## config.mk

```make
export PLATFORM = sky130hd
export DESIGN_NAME = rcg_top
export DESIGN_NICKNAME = d
export VERILOG_FILES = /design/src/rcg_pkg.sv /design/src/rcg_rv_if.sv /design/src/rcg_sync.sv /design/src/rcg_rv_timer.sv /design/src/rcg_top.sv
export SDC_FILE = /design/constraint.sdc
export NUM_CORES = 2
export LEC_CHECK = 0
export ABC_AREA = 0
export BUFFER_PORTS_ARGS = -buffer_cell sky130_fd_sc_hd__buf_2
export CAP_MARGIN = 20
export CORE_MARGIN = 2
export CORE_UTILIZATION = 60
export DETAILED_ROUTE_END_ITERATION = 7
export MAX_ROUTING_LAYER = met4
export PLACE_DENSITY = 0.85
export SYNTH_ARGS = -nofsm -noshare
export SYNTH_HDL_FRONTEND = slang
export SYNTH_HIERARCHICAL = 1
export SYNTH_SLANG_ARGS = --single-unit
```

## constraint.sdc

```tcl
create_clock -name core_clk_i -period 46.5 [get_ports core_clk_i]
set_input_delay 4.65 -clock core_clk_i [delete_from_list [all_inputs] [get_ports core_clk_i]]
set_output_delay 4.65 -clock core_clk_i [all_outputs]
set_load 0.01 [all_outputs]
```

## src/rcg_pkg.sv

```systemverilog
/*
  Shared constants for the residual check and power-good block: register
  offsets, field positions, reset values and timing counts.
  Assumes a 40 MHz core clock and a 32-bit classic Wishbone register bus.
*/
package rcg_pkg;
  // Rail counts
  localparam int unsigned NUM_BUCK = 4;
  localparam int unsigned NUM_EXT = 2;
  localparam int unsigned NUM_RV = NUM_BUCK + NUM_EXT;

  // Register byte offsets
  localparam logic [7:0] OFS_CTRL = 8'h00;
  localparam logic [7:0] OFS_RAIL_EN = 8'h04;
  localparam logic [7:0] OFS_IRQ = 8'h08;
  localparam logic [7:0] OFS_STATUS = 8'h0C;
  localparam logic [7:0] OFS_SET_BASE = 8'h10;

  // Control register fields
  localparam int unsigned CTL_WINDOW = 0;
  localparam int unsigned CTL_POLARITY = 1;
  localparam int unsigned CTL_OPEN_DRAIN = 2;
  localparam int unsigned CTL_GATE_MCU = 3;
  localparam int unsigned CTL_GATE_SOC = 4;
  localparam int unsigned CTL_INC_ANALOG = 5;
  localparam int unsigned CTL_ANALOG_EN = 6;
  localparam int unsigned CTL_ANALOG_LVL = 7;
  localparam int unsigned CTL_THERM_MASK = 8;
  localparam int unsigned CTL_WIDTH = 9;

  // Rail enable register fields
  localparam int unsigned REN_MON = 0;
  localparam int unsigned REN_REG = 4;
  localparam int unsigned REN_RVSEL = 8;
  localparam int unsigned REN_CURSEL = 12;
  localparam int unsigned REN_EXT_EN = 16;
  localparam int unsigned REN_EXT_RVSEL = 18;
  localparam int unsigned REN_WIDTH = 20;

  // Status register fields
  localparam int unsigned STA_GOOD = 0;
  localparam int unsigned STA_PHASE = 1;
  localparam int unsigned STA_BOOT_HOLD = 2;
  localparam int unsigned STA_ANALOG_ACT = 3;
  localparam int unsigned STA_BUSY = 8;

  // Reset values
  localparam logic [CTL_WIDTH-1:0] CTRL_RST = 9'h001;
  localparam logic [REN_WIDTH-1:0] RAIL_EN_RST = 20'hF_0F0F;
  localparam logic [7:0] VSET_RST = 8'h64;
  localparam logic [7:0] SLEW_RST = 8'h01;

  // Timing
  localparam int unsigned CLK_FREQ_HZ = 40_000_000;
  localparam int unsigned RV_MARGIN_US = 100;
  localparam int unsigned CYC_PER_US = CLK_FREQ_HZ / 1_000_000;
  localparam int unsigned VSET_LSB_MV = 10;
  localparam int unsigned TMO_WIDTH = 16;
endpackage

```

## src/rcg_rv_if.sv

```systemverilog
/*
  Carrier between the main block and one residual timeout timer.
  Assumes both ends share the core clock.
*/
`timescale 1ns/1ps
interface rcg_rv_if;
  logic armed;
  logic mon_en;
  logic above;
  logic [15:0] timeout_us;
  logic busy;
  logic fail;
  modport ctrl (output armed, output mon_en, output above, output timeout_us,
    input busy, input fail);
  modport timer (input armed, input mon_en, input above, input timeout_us,
    output busy, output fail);
endinterface // rcg_rv_if

```

## src/rcg_sync.sv

```systemverilog
/*
  Three-stage synchroniser for a vector of comparator levels. A new level
  is accepted once the second and third stages agree.
  Assumes asynchronous inputs and an active-low asynchronous reset.
*/
`timescale 1ns/1ps
module rcg_sync #(
  parameter int unsigned WIDTH = 8
) (
  // Clock and reset
  input wire logic core_clk_i,
  input wire logic rstn_i,
  // Levels
  input wire logic [WIDTH-1:0] async_i,
  output logic [WIDTH-1:0] sync_o
);
  logic [WIDTH-1:0] s1_r;
  logic [WIDTH-1:0] s2_r;
  logic [WIDTH-1:0] s3_r;

  initial begin
    if (WIDTH < 1) $error("rcg_sync: WIDTH must be at least 1");
  end

  always_ff @(posedge core_clk_i or negedge rstn_i) begin
    if (!rstn_i) begin
      s1_r <= '0;
      s2_r <= '0;
      s3_r <= '0;
    end else begin
      s1_r <= async_i;
      s2_r <= s1_r;
      s3_r <= s2_r;
    end
  end

  // Accept a change only when stages two and three agree
  always_ff @(posedge core_clk_i or negedge rstn_i) begin
    if (!rstn_i) begin
      sync_o <= '0;
    end else begin
      for (int i = 0; i < WIDTH; i++) begin
        if (s2_r[i] == s3_r[i]) sync_o[i] <= s3_r[i];
      end
    end
  end
endmodule // rcg_sync

```

## src/rcg_rv_timer.sv

```systemverilog
/*
  Residual timeout timer for one rail. Keeps the monitor powered after its
  monitoring is switched off and checks the residual comparator on expiry.
  Assumes a one-cycle microsecond tick and synchronised comparator input.
*/
`timescale 1ns/1ps
module rcg_rv_timer (
  // Clock and reset
  input wire logic core_clk_i,
  input wire logic rstn_i,
  // Timebase
  input wire logic us_tick_i,
  // Control
  rcg_rv_if.timer rv
);
  logic mon_en_d_r;
  logic busy_r;
  logic fail_r;
  logic [15:0] cnt_r;

  assign rv.busy = busy_r;
  assign rv.fail = fail_r;

  always_ff @(posedge core_clk_i or negedge rstn_i) begin
    if (!rstn_i) mon_en_d_r <= 1'b0;
    else mon_en_d_r <= rv.mon_en;
  end

  // Timeout runs from monitor switch-off while residual checking is armed
  always_ff @(posedge core_clk_i or negedge rstn_i) begin
    if (!rstn_i) begin
      busy_r <= 1'b0;
      cnt_r <= '0;
      fail_r <= 1'b0;
    end else begin
      fail_r <= 1'b0;
      if (!rv.armed || rv.mon_en) begin
        busy_r <= 1'b0;
      end else if (mon_en_d_r) begin
        busy_r <= 1'b1;
        cnt_r <= rv.timeout_us;
      end else if (busy_r && us_tick_i) begin
        if (cnt_r <= 16'h0001) begin
          busy_r <= 1'b0;
          fail_r <= rv.above;
        end else begin
          cnt_r <= cnt_r - 16'h0001;
        end
      end
    end
  end
endmodule // rcg_rv_timer

```

## src/rcg_top.sv

```systemverilog
/*
  Residual voltage check and power-good generation, with a classic
  Wishbone register slave.
  Assumes comparator levels are asynchronous; sequencer and reset outputs
  share the core clock.
*/
// Contract
// - Hold rail ramp and boot self-test entry while residual voltage is high.
// - Residual check needs monitor enable plus residual select per rail or input.
// - Keep a rail monitor powered for the residual timeout after monitoring stops.
// - On timeout, set the rail residual interrupt if voltage still above threshold.
// - Timeout is voltage setting over slew setting plus 100 us.
// - Residual monitoring is enabled once, right after power-up.
// - All residual monitors are disabled before the buck start-up sequence.
// - Per-rail select chooses voltage plus current or voltage-only power-good.
// - Current mode needs window and no current limit; voltage mode ignores limit. Code checks overvoltage in either mode only when the window bit is set.
// - Unmasked thermal warning joins the power-good result.
// - Power-good follows present indications, no latching.
// - Monitor enable enables voltage comparators; regulator enable enables current limit.
// - Current limit counts toward power-good only with monitor enable set.
// - Monitor enable without regulator enable watches the external feedback rail.
// - Disabled buck monitors are masked out of power-good.
// - Analog supply monitor runs from its enable, after self-test passes.
// - One bit selects the analog supply reference level.
// - Analog supply result joins power-good only when selected.
// - Reset outputs gate power-good when their gating bits are set.
// - Power-good is the AND of all included sources.
// - Window bit: 0 checks undervoltage only, 1 checks both.
// - Polarity bit and output-type bit shape the power-good pin.
`timescale 1ns/1ps
module rcg_top
  import rcg_pkg::*;
(
  // Clock and reset
  input wire logic core_clk_i,
  input wire logic rstn_i,
  // Wishbone slave
  input wire logic wb_cyc_i,
  input wire logic wb_stb_i,
  input wire logic wb_we_i,
  input wire logic [7:0] wb_adr_i,
  input wire logic [3:0] wb_sel_i,
  input wire logic [31:0] wb_dat_i,
  output logic [31:0] wb_dat_o,
  output logic wb_ack_o,
  // Asynchronous comparator levels
  input wire logic [NUM_BUCK-1:0] rail_uv_i,
  input wire logic [NUM_BUCK-1:0] rail_ov_i,
  input wire logic [NUM_BUCK-1:0] rail_residual_above_i,
  input wire logic [NUM_BUCK-1:0] current_limit_indication_i,
  input wire logic [NUM_EXT-1:0] ext_uv_i,
  input wire logic [NUM_EXT-1:0] ext_ov_i,
  input wire logic [NUM_EXT-1:0] ext_residual_above_i,
  input wire logic analog_supply_uv_i,
  input wire logic analog_supply_ov_i,
  input wire logic thermal_warning_i,
  // Sequencer and reset sources
  input wire logic buck_seq_start_i,
  input wire logic boot_selftest_state_i,
  input wire logic analog_selftest_pass_i,
  input wire logic mcu_reset_output_n_i,
  input wire logic soc_reset_output_n_i,
  // Comparator and ramp control
  output logic [NUM_BUCK-1:0] rail_vcmp_enable_o,
  output logic [NUM_BUCK-1:0] rail_current_limit_indication_enable_o,
  output logic [NUM_BUCK-1:0] rail_external_mode_o,
  output logic [NUM_EXT-1:0] ext_vcmp_enable_o,
  output logic [NUM_BUCK-1:0] rail_ramp_hold_o,
  output logic [NUM_EXT-1:0] ext_ramp_hold_o,
  output logic boot_selftest_hold_o,
  output logic analog_supply_monitor_active_o,
  output logic analog_supply_level_select_o,
  // Power-good pin
  output logic power_good_output_o,
  output logic power_good_output_oe_n_o
);
  localparam int unsigned SYNC_W = 4 * NUM_BUCK + 3 * NUM_EXT + 3;
  localparam logic [5:0] US_DIV_LAST = 6'(CYC_PER_US - 1);

  logic [CTL_WIDTH-1:0] ctrl_r;
  logic [REN_WIDTH-1:0] rail_en_r;
  logic [NUM_RV-1:0] irq_r;
  logic [7:0] vset_r [NUM_RV];
  logic [7:0] slew_r [NUM_RV];
  logic wb_ack_r;
  logic [31:0] rd_dat_r;
  logic rv_phase_r;
  logic [5:0] us_div_r;
  logic us_tick_r;
  logic analog_act_r;
  logic pin_level_r;
  logic pin_oe_n_r;

  logic [SYNC_W-1:0] sync_in;
  logic [SYNC_W-1:0] sync_q;
  logic [NUM_BUCK-1:0] s_uv;
  logic [NUM_BUCK-1:0] s_ov;
  logic [NUM_BUCK-1:0] s_res;
  logic [NUM_BUCK-1:0] s_current_limit_indication;
  logic [NUM_EXT-1:0] s_ext_uv;
  logic [NUM_EXT-1:0] s_ext_ov;
  logic [NUM_EXT-1:0] s_ext_res;
  logic s_an_uv;
  logic s_an_ov;
  logic s_therm;

  logic [NUM_BUCK-1:0] mon_en;
  logic [NUM_BUCK-1:0] reg_en;
  logic [NUM_BUCK-1:0] cur_sel;
  logic [NUM_EXT-1:0] ext_en;
  logic [NUM_RV-1:0] rv_mon_en;
  logic [NUM_RV-1:0] rv_sel;
  logic [NUM_RV-1:0] rv_armed;
  logic [NUM_RV-1:0] rv_above;
  logic [NUM_RV-1:0] rv_busy;
  logic [NUM_RV-1:0] rv_fail;
  logic [NUM_BUCK-1:0] buck_ok;
  logic [NUM_EXT-1:0] ext_ok;
  logic analog_ok;
  logic therm_ok;
  logic good_raw;
  logic good_gated;
  logic wb_req;
  logic wb_wr;
  logic [31:0] wmask;

  initial begin
    if (CYC_PER_US < 1 || CYC_PER_US > 64) $error("rcg_top: clock rate out of range");
  end

  // Comparator synchronisation
  assign sync_in = {thermal_warning_i, analog_supply_ov_i, analog_supply_uv_i,
    ext_residual_above_i, ext_ov_i, ext_uv_i, current_limit_indication_i,
    rail_residual_above_i, rail_ov_i, rail_uv_i};

  rcg_sync #(
    .WIDTH(SYNC_W)
  ) u_sync (
    .core_clk_i(core_clk_i),
    .rstn_i(rstn_i),
    .async_i(sync_in),
    .sync_o(sync_q)
  );

  assign {s_therm, s_an_ov, s_an_uv, s_ext_res, s_ext_ov, s_ext_uv, s_current_limit_indication, s_res, s_ov,
    s_uv} = sync_q;

  // Field views
  assign mon_en = rail_en_r[REN_MON +: NUM_BUCK];
  assign reg_en = rail_en_r[REN_REG +: NUM_BUCK];
  assign cur_sel = rail_en_r[REN_CURSEL +: NUM_BUCK];
  assign ext_en = rail_en_r[REN_EXT_EN +: NUM_EXT];
  assign rv_mon_en = {ext_en, mon_en};
  assign rv_above = {s_ext_res, s_res};
  assign rv_sel = {rail_en_r[REN_EXT_RVSEL +: NUM_EXT], rail_en_r[REN_RVSEL +: NUM_BUCK]};
  assign rv_armed = rv_mon_en & rv_sel & {NUM_RV{rv_phase_r}};

  // Residual timeout in microseconds
  function automatic logic [15:0] rv_timeout_us(input logic [7:0] vset,
    input logic [7:0] slew);
    logic [15:0] mv;
    logic [15:0] rate;
    mv = 16'(vset) * 16'(VSET_LSB_MV);
    rate = (slew == 8'h00) ? 16'h0001 : 16'(slew);
    return 16'(mv / rate) + 16'(RV_MARGIN_US);
  endfunction

  // Microsecond tick
  always_ff @(posedge core_clk_i or negedge rstn_i) begin
    if (!rstn_i) begin
      us_div_r <= '0;
      us_tick_r <= 1'b0;
    end else begin
      us_tick_r <= (us_div_r == US_DIV_LAST);
      us_div_r <= (us_div_r == US_DIV_LAST) ? 6'h00 : us_div_r + 6'h01;
    end
  end

  // Residual phase opens at power-up only and closes for the start-up sequence
  always_ff @(posedge core_clk_i or negedge rstn_i) begin
    if (!rstn_i) rv_phase_r <= 1'b1;
    else if (buck_seq_start_i) rv_phase_r <= 1'b0;
  end

  // Residual timers
  generate
    for (genvar g = 0; g < NUM_RV; g++) begin : g_rv
      rcg_rv_if rv_bus ();
      // Timer must outlive the monitor enable, so it sees select and phase only
      assign rv_bus.armed = rv_sel[g] && rv_phase_r;
      assign rv_bus.mon_en = rv_mon_en[g];
      assign rv_bus.above = rv_above[g];
      assign rv_bus.timeout_us = rv_timeout_us(vset_r[g], slew_r[g]);
      assign rv_busy[g] = rv_bus.busy;
      assign rv_fail[g] = rv_bus.fail;
      rcg_rv_timer u_timer (
        .core_clk_i(core_clk_i),
        .rstn_i(rstn_i),
        .us_tick_i(us_tick_r),
        .rv(rv_bus.timer)
      );
    end
  endgenerate

  // Ramp and boot holds
  assign rail_ramp_hold_o = rv_armed[NUM_BUCK-1:0] & s_res;
  assign ext_ramp_hold_o = rv_armed[NUM_RV-1:NUM_BUCK] & s_ext_res;
  assign boot_selftest_hold_o = |(rv_armed & rv_above);

  // Comparator enables
  assign rail_vcmp_enable_o = mon_en | rv_busy[NUM_BUCK-1:0];
  assign ext_vcmp_enable_o = ext_en | rv_busy[NUM_RV-1:NUM_BUCK];
  assign rail_current_limit_indication_enable_o = reg_en;
  assign rail_external_mode_o = mon_en & ~reg_en;
  assign analog_supply_level_select_o = ctrl_r[CTL_ANALOG_LVL];
  assign analog_supply_monitor_active_o = analog_act_r;

  // Analog supply monitoring starts once enabled and self-test has passed
  always_ff @(posedge core_clk_i or negedge rstn_i) begin
    if (!rstn_i) analog_act_r <= 1'b0;
    else if (!ctrl_r[CTL_ANALOG_EN]) analog_act_r <= 1'b0;
    else if (boot_selftest_state_i && analog_selftest_pass_i) analog_act_r <= 1'b1;
  end

  // Power-good sources
  generate
    for (genvar b = 0; b < NUM_BUCK; b++) begin : g_buck_ok
      assign buck_ok[b] = !mon_en[b] ||
        (!s_uv[b] && !(ctrl_r[CTL_WINDOW] && s_ov[b]) &&
        !(cur_sel[b] && s_current_limit_indication[b]));
    end
    for (genvar e = 0; e < NUM_EXT; e++) begin : g_ext_ok
      assign ext_ok[e] = !ext_en[e] ||
        (!s_ext_uv[e] && !(ctrl_r[CTL_WINDOW] && s_ext_ov[e]));
    end
  endgenerate

  assign analog_ok = !(ctrl_r[CTL_INC_ANALOG] && analog_act_r) ||
    (!s_an_uv && !(ctrl_r[CTL_WINDOW] && s_an_ov));
  assign therm_ok = ctrl_r[CTL_THERM_MASK] || !s_therm;
  assign good_raw = (&buck_ok) && (&ext_ok) && analog_ok && therm_ok;
  assign good_gated = good_raw &&
    (!ctrl_r[CTL_GATE_MCU] || mcu_reset_output_n_i) &&
    (!ctrl_r[CTL_GATE_SOC] || soc_reset_output_n_i);

  // Pin stage: follows the present result every cycle
  always_ff @(posedge core_clk_i or negedge rstn_i) begin
    if (!rstn_i) begin
      pin_level_r <= 1'b0;
      pin_oe_n_r <= 1'b0;
    end else begin
      pin_level_r <= ctrl_r[CTL_POLARITY] ? good_gated : !good_gated;
      if (ctrl_r[CTL_OPEN_DRAIN]) begin
        pin_oe_n_r <= ctrl_r[CTL_POLARITY] ? good_gated : !good_gated;
      end else begin
        pin_oe_n_r <= 1'b0;
      end
    end
  end

  assign power_good_output_o = pin_level_r;
  assign power_good_output_oe_n_o = pin_oe_n_r;

  // Wishbone slave: one wait state, ack for one cycle
  assign wb_req = wb_cyc_i && wb_stb_i && !wb_ack_r;
  assign wb_wr = wb_req && wb_we_i;
  assign wmask = {{8{wb_sel_i[3]}}, {8{wb_sel_i[2]}}, {8{wb_sel_i[1]}}, {8{wb_sel_i[0]}}};

  always_ff @(posedge core_clk_i or negedge rstn_i) begin
    if (!rstn_i) wb_ack_r <= 1'b0;
    else wb_ack_r <= wb_req;
  end

  always_ff @(posedge core_clk_i or negedge rstn_i) begin
    if (!rstn_i) begin
      ctrl_r <= CTRL_RST;
      rail_en_r <= RAIL_EN_RST;
    end else if (wb_wr && wb_adr_i == OFS_CTRL) begin
      ctrl_r <= CTL_WIDTH'((32'(ctrl_r) & ~wmask) | (wb_dat_i & wmask));
    end else if (wb_wr && wb_adr_i == OFS_RAIL_EN) begin
      rail_en_r <= REN_WIDTH'((32'(rail_en_r) & ~wmask) | (wb_dat_i & wmask));
    end
  end

  // Sticky residual flags, write one to clear; a new failure wins
  always_ff @(posedge core_clk_i or negedge rstn_i) begin
    if (!rstn_i) begin
      irq_r <= '0;
    end else if (wb_wr && wb_adr_i == OFS_IRQ && wb_sel_i[0]) begin
      irq_r <= (irq_r & ~wb_dat_i[NUM_RV-1:0]) | rv_fail;
    end else begin
      irq_r <= irq_r | rv_fail;
    end
  end

  // Rail settings: low byte voltage, next byte slew
  always_ff @(posedge core_clk_i or negedge rstn_i) begin
    if (!rstn_i) begin
      for (int i = 0; i < NUM_RV; i++) begin
        vset_r[i] <= VSET_RST;
        slew_r[i] <= SLEW_RST;
      end
    end else if (wb_wr) begin
      for (int i = 0; i < NUM_RV; i++) begin
        if (wb_adr_i == OFS_SET_BASE + 8'(4 * i)) begin
          if (wb_sel_i[0]) vset_r[i] <= wb_dat_i[7:0];
          if (wb_sel_i[1]) slew_r[i] <= wb_dat_i[15:8];
        end
      end
    end
  end

  // Read data; unmapped addresses read zero
  always_ff @(posedge core_clk_i or negedge rstn_i) begin
    if (!rstn_i) begin
      rd_dat_r <= '0;
    end else if (wb_req) begin
      rd_dat_r <= '0;
      case (wb_adr_i)
        OFS_CTRL: rd_dat_r <= 32'(ctrl_r);
        OFS_RAIL_EN: rd_dat_r <= 32'(rail_en_r);
        OFS_IRQ: rd_dat_r <= 32'(irq_r);
        OFS_STATUS: begin
          rd_dat_r[STA_GOOD] <= good_gated;
          rd_dat_r[STA_PHASE] <= rv_phase_r;
          rd_dat_r[STA_BOOT_HOLD] <= boot_selftest_hold_o;
          rd_dat_r[STA_ANALOG_ACT] <= analog_act_r;
          rd_dat_r[STA_BUSY +: NUM_RV] <= rv_busy;
        end
        default: begin
          for (int i = 0; i < NUM_RV; i++) begin
            if (wb_adr_i == OFS_SET_BASE + 8'(4 * i)) rd_dat_r <= {16'h0000, slew_r[i], vset_r[i]};
          end
        end
      endcase
    end
  end

  assign wb_ack_o = wb_ack_r;
  assign wb_dat_o = rd_dat_r;
endmodule // rcg_top

```

== After elaboration in Yosys (flattened, before gate mapping) ==
Cells that the tools add are included.

* Reduce and logical (&&, ||, !) cells: 154
* Divide/modulo/power cells: 6
* Magnitude comparators: 6
* Multiply operators: 6
* Equality and inequality tests: 42
* Bitwise operators: 26
* Multiplexer cells: 88
* Add/subtract/negate cells: 13

{| class="wikitable"
|+ Operators with widths
! cell !! number
|-
| two-way mux 16 bit || 19
|-
| two-way mux 32 bit || 5
|-
| adder 16 x 7 -> 16 bit, second input constant || 6
|-
| divider 12 x 16 -> 16 bit || 6
|-
| less-or-equal comparator 16 x 1 -> 1 bit, second input constant || 6
|-
| subtractor 16 x 1 -> 16 bit, second input constant || 6
|-
| multiplier 8 x 3 -> 11 bit, second input constant || 6
|-
| logical NOT 8 bit || 7
|-
| AND reduction 3 bit || 18
|-
| two-way mux 1 bit || 52
|-
| logical AND 1 bit || 48
|-
| two-way mux 8 bit || 6
|-
| bitwise AND 20 bit || 2
|-
| logical NOT 1 bit || 36
|-
| case mux 18 bit (2 select lines) || 1
|-
| nonzero test 3 bit || 12
|-
| == test 8 x 5 -> 1 bit, second input constant || 4
|-
| case mux 4 bit (4 select lines) || 2
|-
| == test 1 bit || 25
|-
| bitwise AND 6 bit || 4
|-
| case mux 6 bit (4 select lines) || 1
|-
| NOT 20 bit || 1
|-
| bitwise OR 20 bit || 1
|-
| == test 8 x 4 -> 1 bit, second input constant || 2
|-
| other kinds (22) || 65
|}

* Register bits after elaboration: 389
* Input bits: 79

== Depth between registers and ports, before layout ==
* Depth in word-level cells: 14
* Depth in mapped cells: 164
* Mapped depth without buffers: 158

== Hierarchy ==
The synthesis kept the hierarchy.

{| class="wikitable"
|+ By module, submodules not included
! module !! seq. area each (um2) !! area each (um2) !! times used !! cells an instance
|-
| rcg_top || 4,126.5 || 40,113.5 || 1 || 5,171
|-
| rcg_rv_timer || 475.5 || 1,248.7 || 6 || 147
|-
| rcg_sync || 2,502.4 || 2,783.9 || 1 || 125
|}

== Worst setup path before layout ==
Ideal clock, no wire load.

* Path kind: register to register
* Start: reg slew_r[47] in the netlist's numbering
* End: reg g_rv[0].u_timer.cnt_r[0]
* Buffers on the path: 14
* Period minus slack after synthesis: 30.675 ns
* Arrival time: 30.535 ns
* Stages on the path, launching flop included: 149
* Library setup time: 0.139 ns
* Path slack: 15.825 ns
* Cells stage by stage: dfrtp_1 buf_2 nor3_2 nand3_1 nor2_1 a21oi_1 ha_1 o21a_1 o21ai_0 nor2_1 ha_1 o21a_1 o21a_1 nor4_1 ha_1 a21oi_1 a211o_1 clkbuf_1 [113 not listed] a21o_1 a21o_1 nor4_1 clkbuf_1 o21ai_0 ha_1 nor2b_1 o21ai_0 nand2b_1 a21oi_1 nor2b_1 o21ai_0 nand2b_1 a21oi_1 o2111ai_1 o31a_1 nor2_1 a311oi_1

* Word-level cells in the longest chain between the ends: 5

{| class="wikitable"
|+ Ends and longest elaborated chain
! element !! line !! text
|-
| start, declared || rcg_top.sv:84 || <nowiki>logic [7:0] slew_r [NUM_RV];</nowiki>
|-
| start signal, assigned by index || rcg_top.sv:307 || <nowiki>if (wb_sel_i[1]) slew_r[i] <= wb_dat_i[15:8];</nowiki>
|-
| logical NOT 8 bit || rcg_top.sv:164 || <nowiki>rate = (slew == 8'h00) ? 16'h0001 : 16'(slew);</nowiki>
|-
| two-way mux 8 bit (*) || rcg_top.sv:164 ||
|-
| divider 12 x 16 -> 16 bit (*) || rcg_top.sv:165 || <nowiki>return 16'(mv / rate) + 16'(RV_MARGIN_US);</nowiki>
|-
| adder 16 x 7 -> 16 bit (*) || rcg_top.sv:165 ||
|-
| via g_rv[0].rv_bus.timeout_us[0] || rcg_rv_if.sv:10 || <nowiki>logic [15:0] timeout_us;</nowiki>
|-
| two-way mux 16 bit (*) || rcg_rv_timer.sv:39 || <nowiki>end else if (mon_en_d_r) begin</nowiki>
|-
| end signal, assigned || rcg_rv_timer.sv:41 || <nowiki>cnt_r <= rv.timeout_us;</nowiki>
|-
| end signal, assigned || rcg_rv_timer.sv:47 || <nowiki>cnt_r <= cnt_r - 16'h0001;</nowiki>
|-
| end, declared || rcg_rv_timer.sv:19 || <nowiki>logic [15:0] cnt_r;</nowiki>
|}

Mark *: on every way through the listed nets, which the timed path passes. The rest lies on a longest branch.
A chain may end at the register's enable or synchronous reset.

== Final worst setup path ==
* Start: reg slew_r[15] in the netlist's numbering
* End: reg g_rv[4].u_timer.cnt_r[0]

* Word-level cells in the longest chain between the ends: 5

{| class="wikitable"
|+ Ends and longest elaborated chain
! element !! line
|-
| logical NOT 8 bit || rcg_top.sv:164
|-
| two-way mux 8 bit (*) || rcg_top.sv:164
|-
| divider 12 x 16 -> 16 bit (*) || rcg_top.sv:165
|-
| adder 16 x 7 -> 16 bit (*) || rcg_top.sv:165
|-
| via g_rv[4].rv_bus.timeout_us[0] || rcg_rv_if.sv:10
|-
| two-way mux 16 bit (*) || rcg_rv_timer.sv:39
|-
| end signal, assigned || rcg_rv_timer.sv:41
|-
| end signal, assigned || rcg_rv_timer.sv:47
|-
| end, declared || rcg_rv_timer.sv:19
|}

Marks and branches as above.

==> flow_summary_export.csv <==
group,metric,value,unit
outcome,status,"complete, but fails checks",
outcome,violations,"DRC",
cts,cts-htree-levels,2,
synthesis,synth_common_cells,"ha_1, nor2_1, nor3_1",
global_routing,grt_overflow_total,0,
timing,hold_viol_final,0,
run,cap_violations,0,
timing,fmaxAchievable,27.8,MHz
synthesis,avgSynthCellArea,8.16,um^2
die,coreArea,83400,um^2
worst_setup_path,worstSetupPathType,"flop to flop",
cts,post_cts_buffers,0,
cells_and_area,area_growth_syn_to_layout,6.35,%
cells_and_area,fin_nets,7003,
cts,path_clk_slew,60,ps
global_routing,antenna_found_initial,8,
synthesis,synth-main-ff-cell,"dfrtp_1",
timing,fin_crit,36010,ps
cts,cts_tree,"built",
detailed_routing,wl_per_cell,20.0,um
global_routing,grt_usage,33.8,%
timing,setup-tns-final,0,ps
global_routing,grt_first_pass_wirelength,236,mm
timing,rsz0062_at_grt,"no",
die,die_area,86300,um^2
worst_hold_path,hold_class,"flop to flop",
worst_setup_path,slowest_stage,"nor4_1",
synthesis,synth_area_leaders,"ha_1, dfrtp_1, mux2_2",
synthesis,yosysTopAreaCellShare,17.0,%
detailed_routing,avgViaCountPerCell,6.74,
synthesis,ys_async_sr_fraction,100,%
timing,relSlewSlack,37.0,%
global_routing,grt_max_degree,93,
cts,clk_path_buf_depth,3,
worst_setup_path,path_common_cell,"o21a_1",
timing,slew_viol_final,0,
die,start_util,60.4,%
worst_setup_path,cp_slowest_stage_delay,690,ps
cts,cts_hold_buf,0,
worst_setup_path,cp-start-kind,"flop",
synthesis,synth_edf_count,0,
global_routing,grt_pass1_vias,46700,
detailed_routing,drt-pass1-iter-count,8,
detailed_routing,drt-initial-drc-count,4309,
synthesis,synthCells,6178,
synthesis,synth_cell_types,117,
cells_and_area,drive_gt1_share,12.0,%
placement,gp_congestion,1.03,
synthesis,yosysWarnings,6,
cts,cts_resized,0,
synthesis,yosysTopAreaCell,"ha_1",
die,die_w,294,um
worst_setup_path,cp-end-kind,"flop",
synthesis,yosysMostFrequentCell,"ha_1",
timing,finalSetupViolCount,0,
cts,clock_sinks,377,
worst_setup_path,cp.required,46960,ps
worst_setup_path,reg2reg_slack,10490,ps
worst_setup_path,cp_max_fo,20,
detailed_routing,drt-total-wl,147,mm
placement,io_buffers,111,
cts,numCtsBuffers,44,
synthesis,ys_seq_area_share,18.8,%
die,pin_count,137,
detailed_routing,num_vias,49600,
cts,clk-insertion-delay-late,620,ps
die,rows,106,
timing,finalCritPeriodShare,77.4,%
detailed_routing,drc,4,
timing,fin_skew,32.9,ps
synthesis,synth-seq-cells,377,
placement,hpwl,114,mm
detailed_routing,antenna_left,0,
cts,root_buffer,"clkbuf_16",
worst_setup_path,critPathArrivalTime,36480,ps
synthesis,synthesis.area,50400,um^2
timing,worst_pin_slew,945,ps
die,die_h,294,um
## path summary, 6_finish.rpt
check,endpoint,cells after the start,startpoint
worst min-delay path,u_sync/s2_r[17],0,u_sync/s1_r[17]
min in group asynchronous,u_sync/s2_r[21],1,rstn_i
max in group asynchronous,g_rv[3].u_timer/cnt_r[1],3,rstn_i
worst max-delay path,g_rv[4].u_timer/cnt_r[0],142,slew_r[15]
worst min register to register,u_sync/s2_r[17],0,u_sync/s1_r[17]
worst max register to register,g_rv[4].u_timer/cnt_r[0],142,slew_r[15]
## area by class of cell
class,instances,area [um^2]
multi-input combinational,5447,39500
fill,6936,29800
sequential,377,9480
tap,1080,1350
clock buffer,57,1210
timing repair buffer,151,883
inverter,212,801
clock inverter,25,335
antenna,17,42.5
## cell families after synthesis
logic type      synth area share [%]
simple gates                    22.7
compound gates                  25.3
fa+ha+maj                       17.8
buf+inv                         3.12
flops                           18.8
mux                             7.81
xor+xnor                        4.46
other cells                  0.00744
## critical path, delay by kind of cell (launching register included)
family	cells	cell delay, ps
adders and majority gates	15	4740
muxes	4	1310
DFF	1	500
and+or+nand+nor	34	8110
AOI/OAI and AO/OA	84	19900
buffers and inverters	5	1200
## registers in the layout (all words and copies together), names as in the netlist, 6 cells and up, named ones only
| signal | count |
|---|---|
| u_sync/s2_r | 25 |
| u_sync/sync_o | 25 |
| g_rv.u_timer/rv.busy | 6 |
| g_rv.u_timer/rv.fail | 6 |
| wb_dat_o | 20 |
| vset_r | 48 |
| u_sync/s1_r | 25 |
| g_rv.u_timer/mon_en_d_r | 6 |
| us_div_r | 6 |
| g_rv.u_timer/cnt_r | 96 |
| irq_r | 6 |
| slew_r | 48 |
| u_sync/s3_r | 25 |
## per-layer routing
metal  vias to the layer above  wire length, um  GRT usage, %
li1                      23600                -             -
met1                     23600            61400          42.6
met2                      2033            66200          53.7
met3                       359            13500          6.04
met4                         0             5910          13.4
met5                         -                0             -
## per-stage QoR
stage                     setup WS [ps]  instances  hold slack (ps)  util (%)  area, um^2
after global placement            12390       7265              333      62.3       52000
after CTS                         11120       7347              349      64.1       53500
final                             10490       7366              347      64.2       53600
after floorplan                   15830       6213              331         -       50500
after detailed placement          11380       7265              336      62.3       52000
after global routing               7560       7355              355      64.2       53600
## cell usage in the layout, fill, tap and decap left out, types with 21 or more instances in the layout
master and count:
o21ai_0 276, a21o_1 115, inv_1 202, maj3_2 25, buf_4 38, a21oi_1 357, nor2b_1 73, o31a_1 23
nand4_1 48, nand2_1 404, o31ai_1 111, nand3_1 148, dfrtp_1 339, and3_1 36, nand2b_1 65, o21bai_1 24
xnor2_1 171, or2_2 63, o211ai_1 52, dfstp_2 38, o22ai_1 34, a211oi_1 57, mux2_2 284, nor4_1 93
o21ai_1 25, nor3_1 430, and2_1 58, clkbuf_16 44, ha_1 685, buf_2 111, o211a_1 21, mux2i_1 66
a31oi_1 54, or3_1 62, xor2_1 84, nor2_1 562, a22oi_1 69, o21a_1 356, conb_1 36
Power is not shown: default switching activity piles up to over one toggle a cycle in this logic, so the estimate is an artifact.
